<file path="src/core/pdm_pkg.sv">
// ============================================================
// Power-down control constants
package pdm_pkg;

   // ============================================================
   // Register indices (byte address is four times the index)
   localparam logic [31:0] IDX_STBY = 32'hFFFF1004;
   localparam int          N_REG16  = 7;
   localparam int          N_HALT   = 2;
   localparam int          DIV5_POS = 6;
   localparam logic [31:0] REG16_IDX [0:N_REG16-1] = '{
      32'hFFFF1030, 32'hFFFF1032, 32'hFFFF1034, 32'hFFFF1036,
      32'hFFFF1038, 32'hFFFF103A, 32'hFFFF103C
   };
   localparam logic [2:0]  SEL_STBY = 3'h7;

   // ============================================================
   // Standby control fields and reset values
   localparam int          SBY_BIT     = 7;
   localparam int          HIZ_BIT     = 6;
   localparam logic [7:0]  STBY_RST    = 8'h1F;
   localparam logic [5:0]  STBY_FIXED  = 6'h1F;
   localparam logic [15:0] HALT_RST    = 16'h0000;
   localparam logic [15:0] DIV_FAST    = 16'h8888;
   localparam logic [15:0] DIV5_FAST   = 16'hCCCC;
   localparam logic [15:0] DIV_SLOW    = 16'hFFFF;
   localparam logic [15:0] DIV_RO      = 16'h8888;
   localparam logic [7:0]  FAST_MODES  = 8'h6A;

   // ============================================================
   // Module clock layout
   localparam int          REG_W    = 16;
   localparam int          N_MOD    = 32;
   localparam int          N_FIELDS = 20;
   localparam int          FIELD_W  = 3;
   localparam int          NIB_W    = 4;
   localparam int          NIB_PER  = 4;
   localparam int          CNT_W    = 8;

   // ============================================================
   // Bus encodings
   localparam logic [2:0]  HSIZE_WORD = 3'h2;
   localparam logic        HRESP_OKAY = 1'h0;

   // ============================================================
   // Power states
   typedef enum logic [1:0] {
      PDM_RUN,
      PDM_SLEEP,
      PDM_SW_STBY,
      PDM_HW_STBY
   } pdm_state_t;

endpackage

</file>
<file path="src/core/pdm_clk_if.sv">
`timescale 1ns/1ps
// ============================================================
// Module clock control bundle
interface pdm_clk_if;
   logic [pdm_pkg::N_MOD-1:0]                  halt_bits;
   logic [pdm_pkg::N_FIELDS*pdm_pkg::FIELD_W-1:0] div_fields;
   logic                                       stop_all;
   logic [pdm_pkg::N_MOD-1:0]                  mod_clk_en;
   logic [pdm_pkg::N_FIELDS-1:0]               div_tick;

   modport ctl  (output halt_bits, div_fields, stop_all, input mod_clk_en, div_tick);
   modport gate (input halt_bits, div_fields, stop_all, output mod_clk_en, div_tick);
endinterface

</file>
<file path="src/core/pdm_clk_gate.sv">
`timescale 1ns/1ps
// ============================================================
// Module clock enables and divided ticks
module pdm_clk_gate (
   // Clock and reset
   input  wire logic hclk,
   input  wire logic hresetn,
   // Control bundle
   pdm_clk_if.gate   cg
);

   logic [pdm_pkg::CNT_W-1:0]    cnt_reg;
   logic [pdm_pkg::N_MOD-1:0]    en_reg;
   logic [pdm_pkg::N_MOD-1:0]    en_next;
   logic [pdm_pkg::N_FIELDS-1:0] tick_reg;
   logic [pdm_pkg::N_FIELDS-1:0] tick_next;

   // Mask of low counter bits for a ratio field
   function automatic logic [pdm_pkg::CNT_W-1:0] div_mask(input logic [2:0] f);
      return pdm_pkg::CNT_W'((1 << f) - 1);
   endfunction

   // Free counter, frozen while clocks are stopped
   always_ff @(posedge hclk or negedge hresetn) begin
      if (!hresetn) begin
         cnt_reg <= '0;
      end else if (!cg.stop_all) begin
         cnt_reg <= cnt_reg + 1'b1;
      end
   end

   assign en_next = ~cg.halt_bits & {pdm_pkg::N_MOD{~cg.stop_all}};

   for (genvar j = 0; j < pdm_pkg::N_FIELDS; j++) begin : g_tick
      assign tick_next[j] = ~cg.stop_all &
         ((cnt_reg & div_mask(cg.div_fields[j*pdm_pkg::FIELD_W +: pdm_pkg::FIELD_W])) == '0);
   end

   // Registered outputs
   always_ff @(posedge hclk or negedge hresetn) begin
      if (!hresetn) begin
         en_reg   <= '1;
         tick_reg <= '0;
      end else begin
         en_reg   <= en_next;
         tick_reg <= tick_next;
      end
   end

   assign cg.mod_clk_en = en_reg;
   assign cg.div_tick   = tick_reg;

   // Checks
   a_halt_gate: assert property (@(posedge hclk) disable iff (!hresetn)
      !cg.stop_all |=> cg.mod_clk_en == ~$past(cg.halt_bits))
      else $error("module enable does not follow halt bits");
   a_div_ratio: assert property (@(posedge hclk) disable iff (!hresetn)
      (!cg.stop_all && cg.div_fields[2:0] == 3'h0) [*2]
      |=> cg.div_tick[0] && $past(cg.div_tick[0]))
      else $error("undivided field does not tick every cycle");
   a_stop_all: assert property (@(posedge hclk) disable iff (!hresetn)
      cg.stop_all |=> (cg.mod_clk_en == '0) && (cg.div_tick == '0))
      else $error("module clocks run while all stopped");

endmodule

</file>
<file path="src/core/pdm_ctrl.sv">
`timescale 1ns/1ps
// ============================================================
module pdm_ctrl (
   // AHB-Lite slave
   input  wire logic        hclk,
   input  wire logic        hresetn,
   input  wire logic        hsel,
   input  wire logic [31:0] haddr,
   input  wire logic [1:0]  htrans,
   input  wire logic        hwrite,
   input  wire logic [2:0]  hsize,
   input  wire logic [31:0] hwdata,
   input  wire logic        hready,
   output logic             hreadyout,
   output logic             hresp,
   output logic [31:0]      hrdata,
   // Core and system events
   input  wire logic        halt_exec,
   input  wire logic        irq_wake,
   input  wire logic        dma_addr_err,
   input  wire logic        nmi_wake,
   input  wire logic        watchdog_run_enable,
   input  wire logic [2:0]  clock_mode,
   // Pins
   input  wire logic        hard_standby_n,
   input  wire logic        chip_clear_n,
   // Power state
   output logic [1:0]       power_mode,
   output logic             cpu_halt,
   output logic             clock_unit_stop,
   output logic             self_refresh,
   output logic             refresh_run,
   output logic             ctrl_pin_oe_n,
   output logic             ctrl_pin_hold,
   // Module clocks
   output logic [31:0]      module_clk_en,
   output logic [19:0]      module_div_tick
);

   // ============================================================
   // Address decode: {hit, select}
   function automatic logic [3:0] decode_addr(input logic [31:0] addr);
      logic [3:0] res;
      res = '0;
      if (addr[31:2] == pdm_pkg::IDX_STBY[29:0]) begin
         res = {1'b1, pdm_pkg::SEL_STBY};
      end else begin
         for (int i = 0; i < pdm_pkg::N_REG16; i++) begin
            if (addr[31:2] == pdm_pkg::REG16_IDX[i][29:0]) begin
               res = {1'b1, 3'(i)};
            end
         end
      end
      return res;
   endfunction

   // ============================================================
   // Declarations
   logic [3:0]               ap_dec;
   logic                     ap_take;
   logic                     wr_pend_reg;
   logic                     rd_pend_reg;
   logic                     rd_done_reg;
   logic [3:0]               sel_reg;
   logic [31:0]              hrdata_reg;
   logic [31:0]              rd_word;
   logic                     wr_fire;
   logic                     wr_stby;
   logic                     wr16;
   logic [2:0]               idx;
   logic                     sby_reg;
   logic                     hiz_reg;
   logic                     sby_next;
   logic                     hiz_next;
   logic [7:0]               stby_rd;
   logic [15:0]              reg16 [0:pdm_pkg::N_REG16-1];
   logic [15:0]              wr16_val;
   logic                     init_reg;
   logic                     fast_mode;
   logic [15:0]              div_init;
   logic [15:0]              div5_init;
   pdm_pkg::pdm_state_t      state_reg;
   pdm_pkg::pdm_state_t      state_next;
   logic                     float_reg;
   logic                     float_next;
   logic                     in_sw;
   logic                     in_hw;

   // ============================================================
   // Bus phase tracking
   assign ap_dec  = decode_addr(haddr);
   assign ap_take = hsel & hready & htrans[1];

   // Address phase capture; reads take one wait state
   always_ff @(posedge hclk or negedge hresetn) begin
      if (!hresetn) begin
         wr_pend_reg <= 1'b0;
         rd_pend_reg <= 1'b0;
         rd_done_reg <= 1'b0;
         sel_reg     <= '0;
      end else if (hready) begin
         wr_pend_reg <= ap_take & hwrite & (hsize == pdm_pkg::HSIZE_WORD);
         rd_pend_reg <= ap_take & ~hwrite;
         rd_done_reg <= 1'b0;
         sel_reg     <= ap_dec;
      end else if (rd_pend_reg) begin
         rd_done_reg <= 1'b1;
      end
   end

   // Read data register
   always_ff @(posedge hclk or negedge hresetn) begin
      if (!hresetn) begin
         hrdata_reg <= '0;
      end else if (rd_pend_reg && !rd_done_reg) begin
         hrdata_reg <= rd_word;
      end
   end

   // Handshake and read mux
   assign idx       = sel_reg[2:0];
   assign hreadyout = ~(rd_pend_reg & ~rd_done_reg);
   assign hresp     = pdm_pkg::HRESP_OKAY;
   assign hrdata    = hrdata_reg;
   assign rd_word   = !sel_reg[3] ? 32'h0000_0000 :
                      (idx == pdm_pkg::SEL_STBY) ? {24'h00_0000, stby_rd} :
                      {16'h0000, reg16[idx]};

   // Write strobes
   assign wr_fire = wr_pend_reg & hready;
   assign wr_stby = wr_fire & sel_reg[3] & (idx == pdm_pkg::SEL_STBY);
   assign wr16    = wr_fire & sel_reg[3] & (idx != pdm_pkg::SEL_STBY);

   // ============================================================
   // Standby control register
   // standby-select and float-select interlock
   assign sby_next = (watchdog_run_enable & hwdata[pdm_pkg::SBY_BIT]) ?
                     sby_reg : hwdata[pdm_pkg::SBY_BIT];
   assign hiz_next = (watchdog_run_enable & hwdata[pdm_pkg::HIZ_BIT]) ?
                     hiz_reg : hwdata[pdm_pkg::HIZ_BIT];
   assign stby_rd  = {sby_reg, hiz_reg, pdm_pkg::STBY_FIXED};

   always_ff @(posedge hclk or negedge hresetn) begin
      if (!hresetn) begin
         sby_reg <= pdm_pkg::STBY_RST[pdm_pkg::SBY_BIT];
         hiz_reg <= pdm_pkg::STBY_RST[pdm_pkg::HIZ_BIT];
      end else if (wr_stby) begin
         sby_reg <= sby_next;
         hiz_reg <= hiz_next;
      end
   end

   // ============================================================
   // Halt and divider registers
   assign fast_mode = pdm_pkg::FAST_MODES[clock_mode];
   assign div_init  = fast_mode ? pdm_pkg::DIV_FAST : pdm_pkg::DIV_SLOW;
   assign div5_init = fast_mode ? pdm_pkg::DIV5_FAST : pdm_pkg::DIV_SLOW;
   assign wr16_val  = (idx < 3'(pdm_pkg::N_HALT)) ? hwdata[15:0] :
                      (hwdata[15:0] | pdm_pkg::DIV_RO);

   // halt regs clear; mode strap loaded after release
   always_ff @(posedge hclk or negedge hresetn) begin
      if (!hresetn) begin
         init_reg <= 1'b0;
         for (int i = 0; i < pdm_pkg::N_REG16; i++) begin
            reg16[i] <= (i < pdm_pkg::N_HALT) ? pdm_pkg::HALT_RST : pdm_pkg::DIV_SLOW;
         end
      end else if (!init_reg) begin
         init_reg <= 1'b1;
         for (int i = pdm_pkg::N_HALT; i < pdm_pkg::N_REG16; i++) begin
            reg16[i] <= (i == pdm_pkg::DIV5_POS) ? div5_init : div_init;
         end
      end else if (wr16) begin
         reg16[idx] <= wr16_val;
      end
   end

   // ============================================================
   // Power state machine
   always_comb begin
      state_next = state_reg;
      float_next = float_reg;
      if (!hard_standby_n) begin
         state_next = pdm_pkg::PDM_HW_STBY;
      end else begin
         case (state_reg)
            pdm_pkg::PDM_RUN: begin
               if (halt_exec && sby_reg) begin
                  state_next = pdm_pkg::PDM_SW_STBY;
                  float_next = hiz_reg;
               end else if (halt_exec) begin
                  state_next = pdm_pkg::PDM_SLEEP;
               end
            end
            pdm_pkg::PDM_SLEEP: begin
               if (irq_wake || dma_addr_err) begin
                  state_next = pdm_pkg::PDM_RUN;
               end
            end
            pdm_pkg::PDM_SW_STBY: begin
               if (nmi_wake) begin
                  state_next = pdm_pkg::PDM_RUN;
               end
            end
            default: begin
               // leave only with clear pin low
               if (!chip_clear_n) begin
                  state_next = pdm_pkg::PDM_RUN;
               end
            end
         endcase
      end
   end

   // State registers
   always_ff @(posedge hclk or negedge hresetn) begin
      if (!hresetn) begin
         state_reg <= pdm_pkg::PDM_RUN;
         float_reg <= 1'b0;
      end else begin
         state_reg <= state_next;
         float_reg <= float_next;
      end
   end

   // ============================================================
   // Power state outputs
   assign in_sw           = (state_reg == pdm_pkg::PDM_SW_STBY);
   assign in_hw           = (state_reg == pdm_pkg::PDM_HW_STBY);
   assign power_mode      = state_reg;
   assign cpu_halt        = (state_reg != pdm_pkg::PDM_RUN);
   assign clock_unit_stop = in_sw | in_hw;
   assign self_refresh    = in_sw;
   assign refresh_run     = ~(in_sw | in_hw);
   assign ctrl_pin_oe_n   = in_hw | (in_sw & float_reg);
   assign ctrl_pin_hold   = in_sw & ~float_reg;

   // ============================================================
   // Module clock gating
   pdm_clk_if cg ();

   assign cg.halt_bits = {reg16[1], reg16[0]};
   assign cg.stop_all  = clock_unit_stop;

   for (genvar j = 0; j < pdm_pkg::N_FIELDS; j++) begin : g_field
      assign cg.div_fields[j*pdm_pkg::FIELD_W +: pdm_pkg::FIELD_W] =
         reg16[pdm_pkg::N_HALT + j/pdm_pkg::NIB_PER]
              [(j%pdm_pkg::NIB_PER)*pdm_pkg::NIB_W +: pdm_pkg::FIELD_W];
   end

   pdm_clk_gate u_gate (
      .hclk    (hclk),
      .hresetn (hresetn),
      .cg      (cg.gate)
   );

   assign module_clk_en   = cg.mod_clk_en;
   assign module_div_tick = cg.div_tick;

   // ============================================================
   // Checks
   a_sleep_entry: assert property (@(posedge hclk) disable iff (!hresetn)
      (state_reg == pdm_pkg::PDM_RUN && halt_exec && !sby_reg && hard_standby_n)
      |=> state_reg == pdm_pkg::PDM_SLEEP && cpu_halt && refresh_run)
      else $error("sleep not entered");
   a_sleep_exit: assert property (@(posedge hclk) disable iff (!hresetn)
      (state_reg == pdm_pkg::PDM_SLEEP && irq_wake && hard_standby_n)
      |=> state_reg == pdm_pkg::PDM_RUN)
      else $error("sleep not left on interrupt");
   a_swstby_entry: assert property (@(posedge hclk) disable iff (!hresetn)
      (state_reg == pdm_pkg::PDM_RUN && halt_exec && sby_reg && hard_standby_n)
      |=> clock_unit_stop && self_refresh && !refresh_run)
      else $error("software standby not entered");
   a_hwstby_entry: assert property (@(posedge hclk) disable iff (!hresetn)
      !hard_standby_n |=> in_hw && ctrl_pin_oe_n && !refresh_run)
      else $error("hardware standby not entered");
   a_hwstby_hold: assert property (@(posedge hclk) disable iff (!hresetn)
      (in_hw && chip_clear_n) |=> in_hw)
      else $error("hardware standby left without clear pin");
   a_sby_lock: assert property (@(posedge hclk) disable iff (!hresetn)
      (wr_stby && watchdog_run_enable && !sby_reg) |=> !sby_reg)
      else $error("standby-select set while watchdog runs");
   a_pin_hold: assert property (@(posedge hclk) disable iff (!hresetn)
      (in_sw && !float_reg) |-> !ctrl_pin_oe_n && ctrl_pin_hold)
      else $error("pins not held in standby");
   a_pin_float: assert property (@(posedge hclk) disable iff (!hresetn)
      (state_reg == pdm_pkg::PDM_RUN && halt_exec && sby_reg && hiz_reg && hard_standby_n)
      |=> in_sw && ctrl_pin_oe_n)
      else $error("pins not floated in standby");
   a_hiz_lock: assert property (@(posedge hclk) disable iff (!hresetn)
      (wr_stby && watchdog_run_enable && !hiz_reg) |=> !hiz_reg)
      else $error("float-select set while watchdog runs");
   a_rsv_zero: assert property (@(posedge hclk) disable iff (!hresetn)
      (rd_done_reg && rd_pend_reg && sel_reg == {1'b1, pdm_pkg::SEL_STBY}) |-> !hrdata[5])
      else $error("bit 5 reads one");
   a_rsv_ones: assert property (@(posedge hclk) disable iff (!hresetn)
      (rd_done_reg && rd_pend_reg && sel_reg == {1'b1, pdm_pkg::SEL_STBY})
      |-> hrdata[4:0] == 5'h1F && hrdata[31:8] == '0)
      else $error("bits 4..0 do not read one");
   a_stby_keep: assert property (@(posedge hclk) disable iff (!hresetn)
      (in_sw && !wr_stby) |=> $stable(stby_rd))
      else $error("control changed in standby");
   a_stby_reset: assert property (@(posedge hclk) disable iff (!hresetn)
      !init_reg |-> stby_rd == pdm_pkg::STBY_RST)
      else $error("control reset value wrong");
   a_div_init: assert property (@(posedge hclk) disable iff (!hresetn)
      $rose(init_reg) |-> reg16[2] == $past(div_init) && reg16[5] == $past(div_init))
      else $error("divider 1-4 reset value wrong");
   a_div5_init: assert property (@(posedge hclk) disable iff (!hresetn)
      $rose(init_reg) |-> reg16[pdm_pkg::DIV5_POS] == $past(div5_init))
      else $error("divider 5 reset value wrong");
   a_halt_reset: assert property (@(posedge hclk) disable iff (!hresetn)
      !init_reg |-> reg16[0] == pdm_pkg::HALT_RST && reg16[1] == pdm_pkg::HALT_RST)
      else $error("halt registers not cleared");
   a_halt_keep: assert property (@(posedge hclk) disable iff (!hresetn)
      (in_sw && !wr16) |=> $stable(reg16[0]) && $stable(reg16[1]))
      else $error("halt registers changed in standby");
   a_float_keep: assert property (@(posedge hclk) disable iff (!hresetn)
      (in_sw && state_next == pdm_pkg::PDM_SW_STBY) |=> $stable(float_reg))
      else $error("float choice changed after entry");

endmodule

</file>
<file path="config.mk">
export PLATFORM = sky130hd
export DESIGN_NAME = pdm_ctrl
export DESIGN_NICKNAME = d
export VERILOG_FILES = /design/src/core/pdm_pkg.sv /design/src/core/pdm_clk_if.sv /design/src/core/pdm_clk_gate.sv /design/src/core/pdm_ctrl.sv
export SDC_FILE = /design/constraint.sdc
export NUM_CORES = 1
export LEC_CHECK = 0
export CAP_MARGIN = 10
export CORE_MARGIN = 4
export CORE_UTILIZATION = 58
export CTS_CLUSTER_DIAMETER = 60
export DETAILED_ROUTE_END_ITERATION = 10
export DONT_BUFFER_PORTS = 1
export HOLD_SLACK_MARGIN = 0.08
export PLACE_DENSITY = 0.76
export SYNTH_ARGS = -nofsm -noshare
export SYNTH_HDL_FRONTEND = slang
export SYNTH_SLANG_ARGS = --single-unit
</file>
<file path="constraint.sdc">
create_clock -name hclk -period 1.7 [get_ports hclk]
set_input_delay 0.51 -clock hclk [delete_from_list [all_inputs] [get_ports hclk]]
set_output_delay 0.51 -clock hclk [all_outputs]
set_load 0.01 [all_outputs]
</file>
[Word-level counts from Yosys, hierarchy flattened]
Memories as Yosys holds them, arrays and structs flattened.
Index checks and enable logic that the tools add are counted.
Storage, ports and cells
  register bits after elaboration: 217
  memory bits (read-only): 8
  bits of input ports: 84
  output and inout bits: 94
  logic and storage cells: 215
  memories kept: 1
Cells by class
  add/subtract/negate cells: 21
  magnitude comparators: 4
  equal/unequal tests: 19
  shift-type cells: 20
  mux-type cells: 31
  bitwise operators: 66
  reductions and logical operators: 33
Memories
  (no name shown): depth 8, width 1, read ports 1, clocked after memory_dff 0, write ports 0, RTL line pdm_ctrl.sv:155  | assign fast_mode = pdm_pkg::FAST_MODES[clock_mode];
Operator list (number)
  equality test 30 bit, second input constant: 8
  bitwise AND 8 bit: 20
  zero test 8 bit: 20
  2-to-1 mux 80 bit: 2
  << shifter 1 x 3 -> 8 bit, first input constant: 20
  subtractor 8 x 2 -> 8 bit, second input constant: 20
  bitwise mux 112 bit: 1
  2-to-1 mux 16 bit: 6
  binary-select mux 16 bit (select 3 bit): 1
  demux 16 bit (select 3 bit): 1
  bitwise AND 1 bit: 34
  bitwise AND 32 bit: 1
  2-to-1 mux 4 bit: 8
  NOT 32 bit: 1
  2-to-1 mux 15 bit: 1
  2-to-1 mux 14 bit: 1
  2-to-1 mux 2 bit: 6
  != test 3 bit, second input constant: 3
  adder 8 x 1 -> 8 bit, second input constant: 1
  NOT 1 bit: 7
  one-hot mux 2 bit (3 select lines): 1
  AND reduction 2 bit: 3
  != test 5 x 2 -> 1 bit, second input constant: 1
  equality test 2 bit, second input constant: 2
  19 further kinds: 25

[Longest topological paths before layout]
  word-level depth: 9
  depth in mapped cells: 8

[Cells and area by module]
Synthesis repeated with hierarchy kept, for this count alone.
Second synthesis, totals
  cell total of the unflattened synthesis: 931
  area total of the unflattened synthesis: 10050.9 um^2
By module, submodules not included
  pdm_ctrl: times used 1, cells an instance 622, area an instance 7020.5 um^2
  pdm_clk_gate: times used 1, cells an instance 309, area an instance 3030.4 um^2

[Worst setup path after synthesis]
Ideal clock, no wire load.
  kind: reg2out
  start point: register state_reg[0] (netlist: power_mode[0])
  end point: output port refresh_run
  arrival time: 1.520 ns
  setup slack: -0.330 ns
  cell stages (with the launch flop): 7
  buffers on the path: 2
  cell sequence: dfrtp_1 > inv_1 > ha_1 > or2_2 > buf_2 > inv_2 > buf_2
Between the ends
  word-level cells in the longest chain between the ends: 3
  elaborated cells between the ends (all ways): 4
  classes of those cells: eq/ne (2); bitwise (2)
RTL lines
  start: declaration: RTL line pdm_ctrl.sv:82  | pdm_pkg::pdm_state_t state_reg;
  start signal: assignment: RTL line pdm_ctrl.sv:218  | state_reg <= pdm_pkg::PDM_RUN;
  start signal: assignment: RTL line pdm_ctrl.sv:221  | state_reg <= state_next;
  equality test 2 bit: RTL line pdm_ctrl.sv:228  | assign in_sw = (state_reg == pdm_pkg::PDM_SW_STBY);
  named net self_refresh: RTL line pdm_ctrl.sv:31  | output logic self_refresh,
  OR 1 bit: RTL line pdm_ctrl.sv:234  | assign refresh_run = ~(in_sw | in_hw);
  NOT 1 bit: RTL line pdm_ctrl.sv:234
  end: declaration: RTL line pdm_ctrl.sv:32  | output logic refresh_run,
The timed path passes the listed nets, and every way through them passes these cells.

[Worst setup path in the final report]
  start point: register state_reg[1] (netlist: power_mode[1])
  end point: output port clock_unit_stop
Between the ends
  word-level cells in the longest chain between the ends: 2
  elaborated cells between the ends (all ways): 3
  classes of those cells: eq/ne (2); bitwise (1)
RTL lines
  equality test 2 bit, on equally long branches: RTL line pdm_ctrl.sv:228, pdm_ctrl.sv:229
  OR 1 bit (*): RTL line pdm_ctrl.sv:232  | assign clock_unit_stop = in_sw | in_hw;
  end: declaration: RTL line pdm_ctrl.sv:30  | output logic clock_unit_stop,
Mark *: on every way between the ends. The rest lies on a longest branch, timed or not.

==> impl_metrics.ini <==
[synth]
ys_ff_latch = 200
ys.flop_type = dfstp_2
synth_edf_count = 0
avgSynthCellArea_um2 = 10.4
synth_area_leaders = dfstp_2 (30%), dfrtp_1 (23%), nand2_1 (6.8%)
ys_types = 61
yosysSeqAreaShare_pct = 52.9
yosysTopAreaCellShare_pct = 30.2
syn_inst = 933
synthesis.area_mm2 = 0.00973
yosysTopAreaCell = dfstp_2
async_flop_share_pct = 100
ys.warnings.count = 0

[routing]
viasPerCell = 6.83
drtAntennaViolNets = 0
routed_wl_um = 31400
vias = 8346
first_pass_iters = 6
drt-initial-drc-count = 1199
wl_per_cell_um = 25.7
drc = 0

[sta]
clock_skew_ps = 8.44
fin_crit_ps = 2040
worst_hold_slack_ps = -252
slew_viol_final = 0
max_clock_freq_mhz = 491
final-setup-viol-count = 30
hold_violations = 151
rsz0062_at_grt = yes
setup_slack_ps = -337
timing.final.crit_share_pct = 120

[clock_network]
clockRootBuffer = clkbuf_16
clock-sinks = 200
cts_max_level = 4
clk_path_buf_depth = 2
clk_pin_slew_ps = 80
cts_tree = built
insertion_delay_ps = 450
cts_made_buffers = 17

[outcome]
violations = hold timing, setup timing
status = finished with violations

[critical_path]
crit_chain = ha_2 > or2_4 > buf_12
r2r_cells = 4
cp.depth = 3
r2r-end = u_gate.cg.div_tick[18]$_DFF_PN0_
cp-end-kind = output port
critPathLaunch = power_mode[1]$_DFFE_PN0P_
rrSetupSlack_ps = -250
worst_path_largest_cell_delay_ps = 450
reg2reg_from = u_gate.cnt_reg[0]$_DFFE_PN0P_
start_kind = flip-flop
setup.worst_path.class = reg -> out
crit_slowest_cell = dfrtp_2
critPathBufInv = 1
cp.arrival_ps = 1530
critPathRequiredTime_ps = 1190
critPathCapture = clock_unit_stop
cp_top_family = flip-flops
path_max_fanout = 7

[finish]
fillers = 1138
area_growth_pct = 18.9
antenna_cells = 0
register_area_mm2 = 0.00515
drive_gt1_share_pct = 37.1
multiInputGateArea_mm2 = 0.00444
utilization_pct = 70.1
nets = 1078
largest_register_ffs = 60
fin_area_mm2 = 0.0116

[pwr]
power_frac_seq_pct = 46.2
power.density_mw_per_mm2 = 1210
combPwrFrac_pct = 23.3
internal-power_mw = 9.42
power_leakage_nw = 5.05
p_total_mw = 14.0
p_clk_share_pct = 30.5
netSwitchingPower_mw = 4.62
sw_frac_of_total_pct = 32.9
irDropWorstVdd_mv = 0.800

[worst_hold_path]
hold_class = in -> async

[placement]
gp_congestion = 0.942
hpwlAfterDp_um = 20000
io_buffer_count = 0
placedInstanceArea_mm2 = 0.0103

[run]
maxCapViolations = 0

[global_routing]
grt_pass1_vias = 7922
grt_max_degree = 201
track_usage_pct = 32.5
antenna_found_initial = 0
overflow = 0
grt_first_pass_wirelength_um = 46000

[floorplan]
die_area_mm2 = 0.0189
die_h_um = 138
fp-row-count = 47
coreArea_mm2 = 0.0165
die_width_um = 138
io_pins = 178
start_util_pct = 58.9
[what timing repair did]
action                                  in CTS  in global routing
gates resized for setup                     36                 63
endpoints found under the hold margin      200                200
gates cloned                                 2                  3
endpoints found under the setup margin      44                 81
pin swaps                                    7                 21
buffers inserted                            11                 15
[cells in the mapped netlist, types with 16 or more instances]
cell / n
nand2_1: 177
dfstp_2: 112
dfrtp_1: 88
nor2_1: 59
a31oi_1: 57
o21ai_0: 42
a21o_1: 39
mux2_2: 39
clkbuf_1: 38
a221o_1: 23
buf_2: 20
buf_4: 20
a221oi_2: 18
nand3_1: 16
nand3b_1: 16
[stage by stage]
stage	instances	setup TNS [ps]	setup slack, ps
3_5_place_dp	1160	-1470	-120
4_1_cts	1205	-3230	-338
3_3_place_gp	1160	-816	-68.3
5_1_grt	1222	-5350	-363
2_1_floorplan	949	-142	-40.8
6_report	1222	-3800	-337
[worst reg2reg max path, delay by kind of cell (launching register included)]
kind,cells,cell delay [ps]
buf+inv,1,180
simple gates,1,670
flops,1,400
compound gates,2,580
[layout make-up]
| cell class | count | area share [%] |
|---|---|---|
| Sequential cell | 200 | 44.5 |
| Multi-Input combinational cell | 653 | 38.4 |
| Timing Repair Buffer | 105 | 8.94 |
| Clock buffer | 19 | 3.83 |
| Tap cell | 220 | 2.38 |
| Clock inverter | 13 | 1.56 |
| Inverter | 12 | 0.454 |
[how the worst min path moves through the flow]
stage,startpoint,to,depth (start not counted)
floorplan,hresetn,cg.halt_bits[0]$_DFFE_PN0P_,0
global placement,hresetn,cg.halt_bits[0]$_DFFE_PN0P_,0
detailed placement,hresetn,cg.halt_bits[15]$_DFFE_PN0P_,0
CTS,hresetn,cg.halt_bits[15]$_DFFE_PN0P_,0
global route,hresetn,cg.halt_bits[15]$_DFFE_PN0P_,0
finish,hresetn,hrdata[5]$_DFFE_PN0P_,0
[power by group through the flow]
stage	Clock [mW]	Combinational [mW]	Sequential, mW
after CTS	4.28	3.09	6.46
after global routing	4.48	3.50	6.56
after global placement	0	2.73	6.50
final	4.29	3.27	6.49
after floorplan	0	2.04	6.33
after detailed placement	0	2.82	6.52
[routing by layer]
layer	track usage, %	vias to the layer above	share of wire [%]
met4	15.1	0	5.2
met5	0	-	0
met2	51.3	616	47
met3	6.79	139	11
li1	-	3466	-
met1	43.1	4125	36
[cells in the final DEF (no fill, tap or decap), types with 8 or more instances in the layout]
cell	netlist	final
buf_4	20	75
a221oi_2	18	22
dfstp_2	112	112
dfrtp_1	88	83
o21ai_0	42	36
clkbuf_16	0	18
or2_2	10	8
a21o_1	39	39
buf_12	0	10
a221o_1	23	23
nor2_1	59	56
mux2_2	39	39
conb_1	2	18
buf_6	2	15
mux2i_1	14	8
a21oi_1	12	11
nand2_1	177	174
nand3b_1	16	16
inv_1	11	9
nand4_1	8	8
nand3_1	16	16
a31oi_1	57	56
[logic make-up after synthesis]
kind of cell	Yosys count	share of synthesized area, %
and+or+nand+nor	325	15.3
AOI/OAI and AO/OA	240	18.7
buffers and inverters	97	4.92
muxes	57	6.88
DFF	200	52.9
xor gates and xnor gates	7	0.630
adders and majority gates	5	0.643
other	2	0.0771
(Power assumes the default switching activity.)
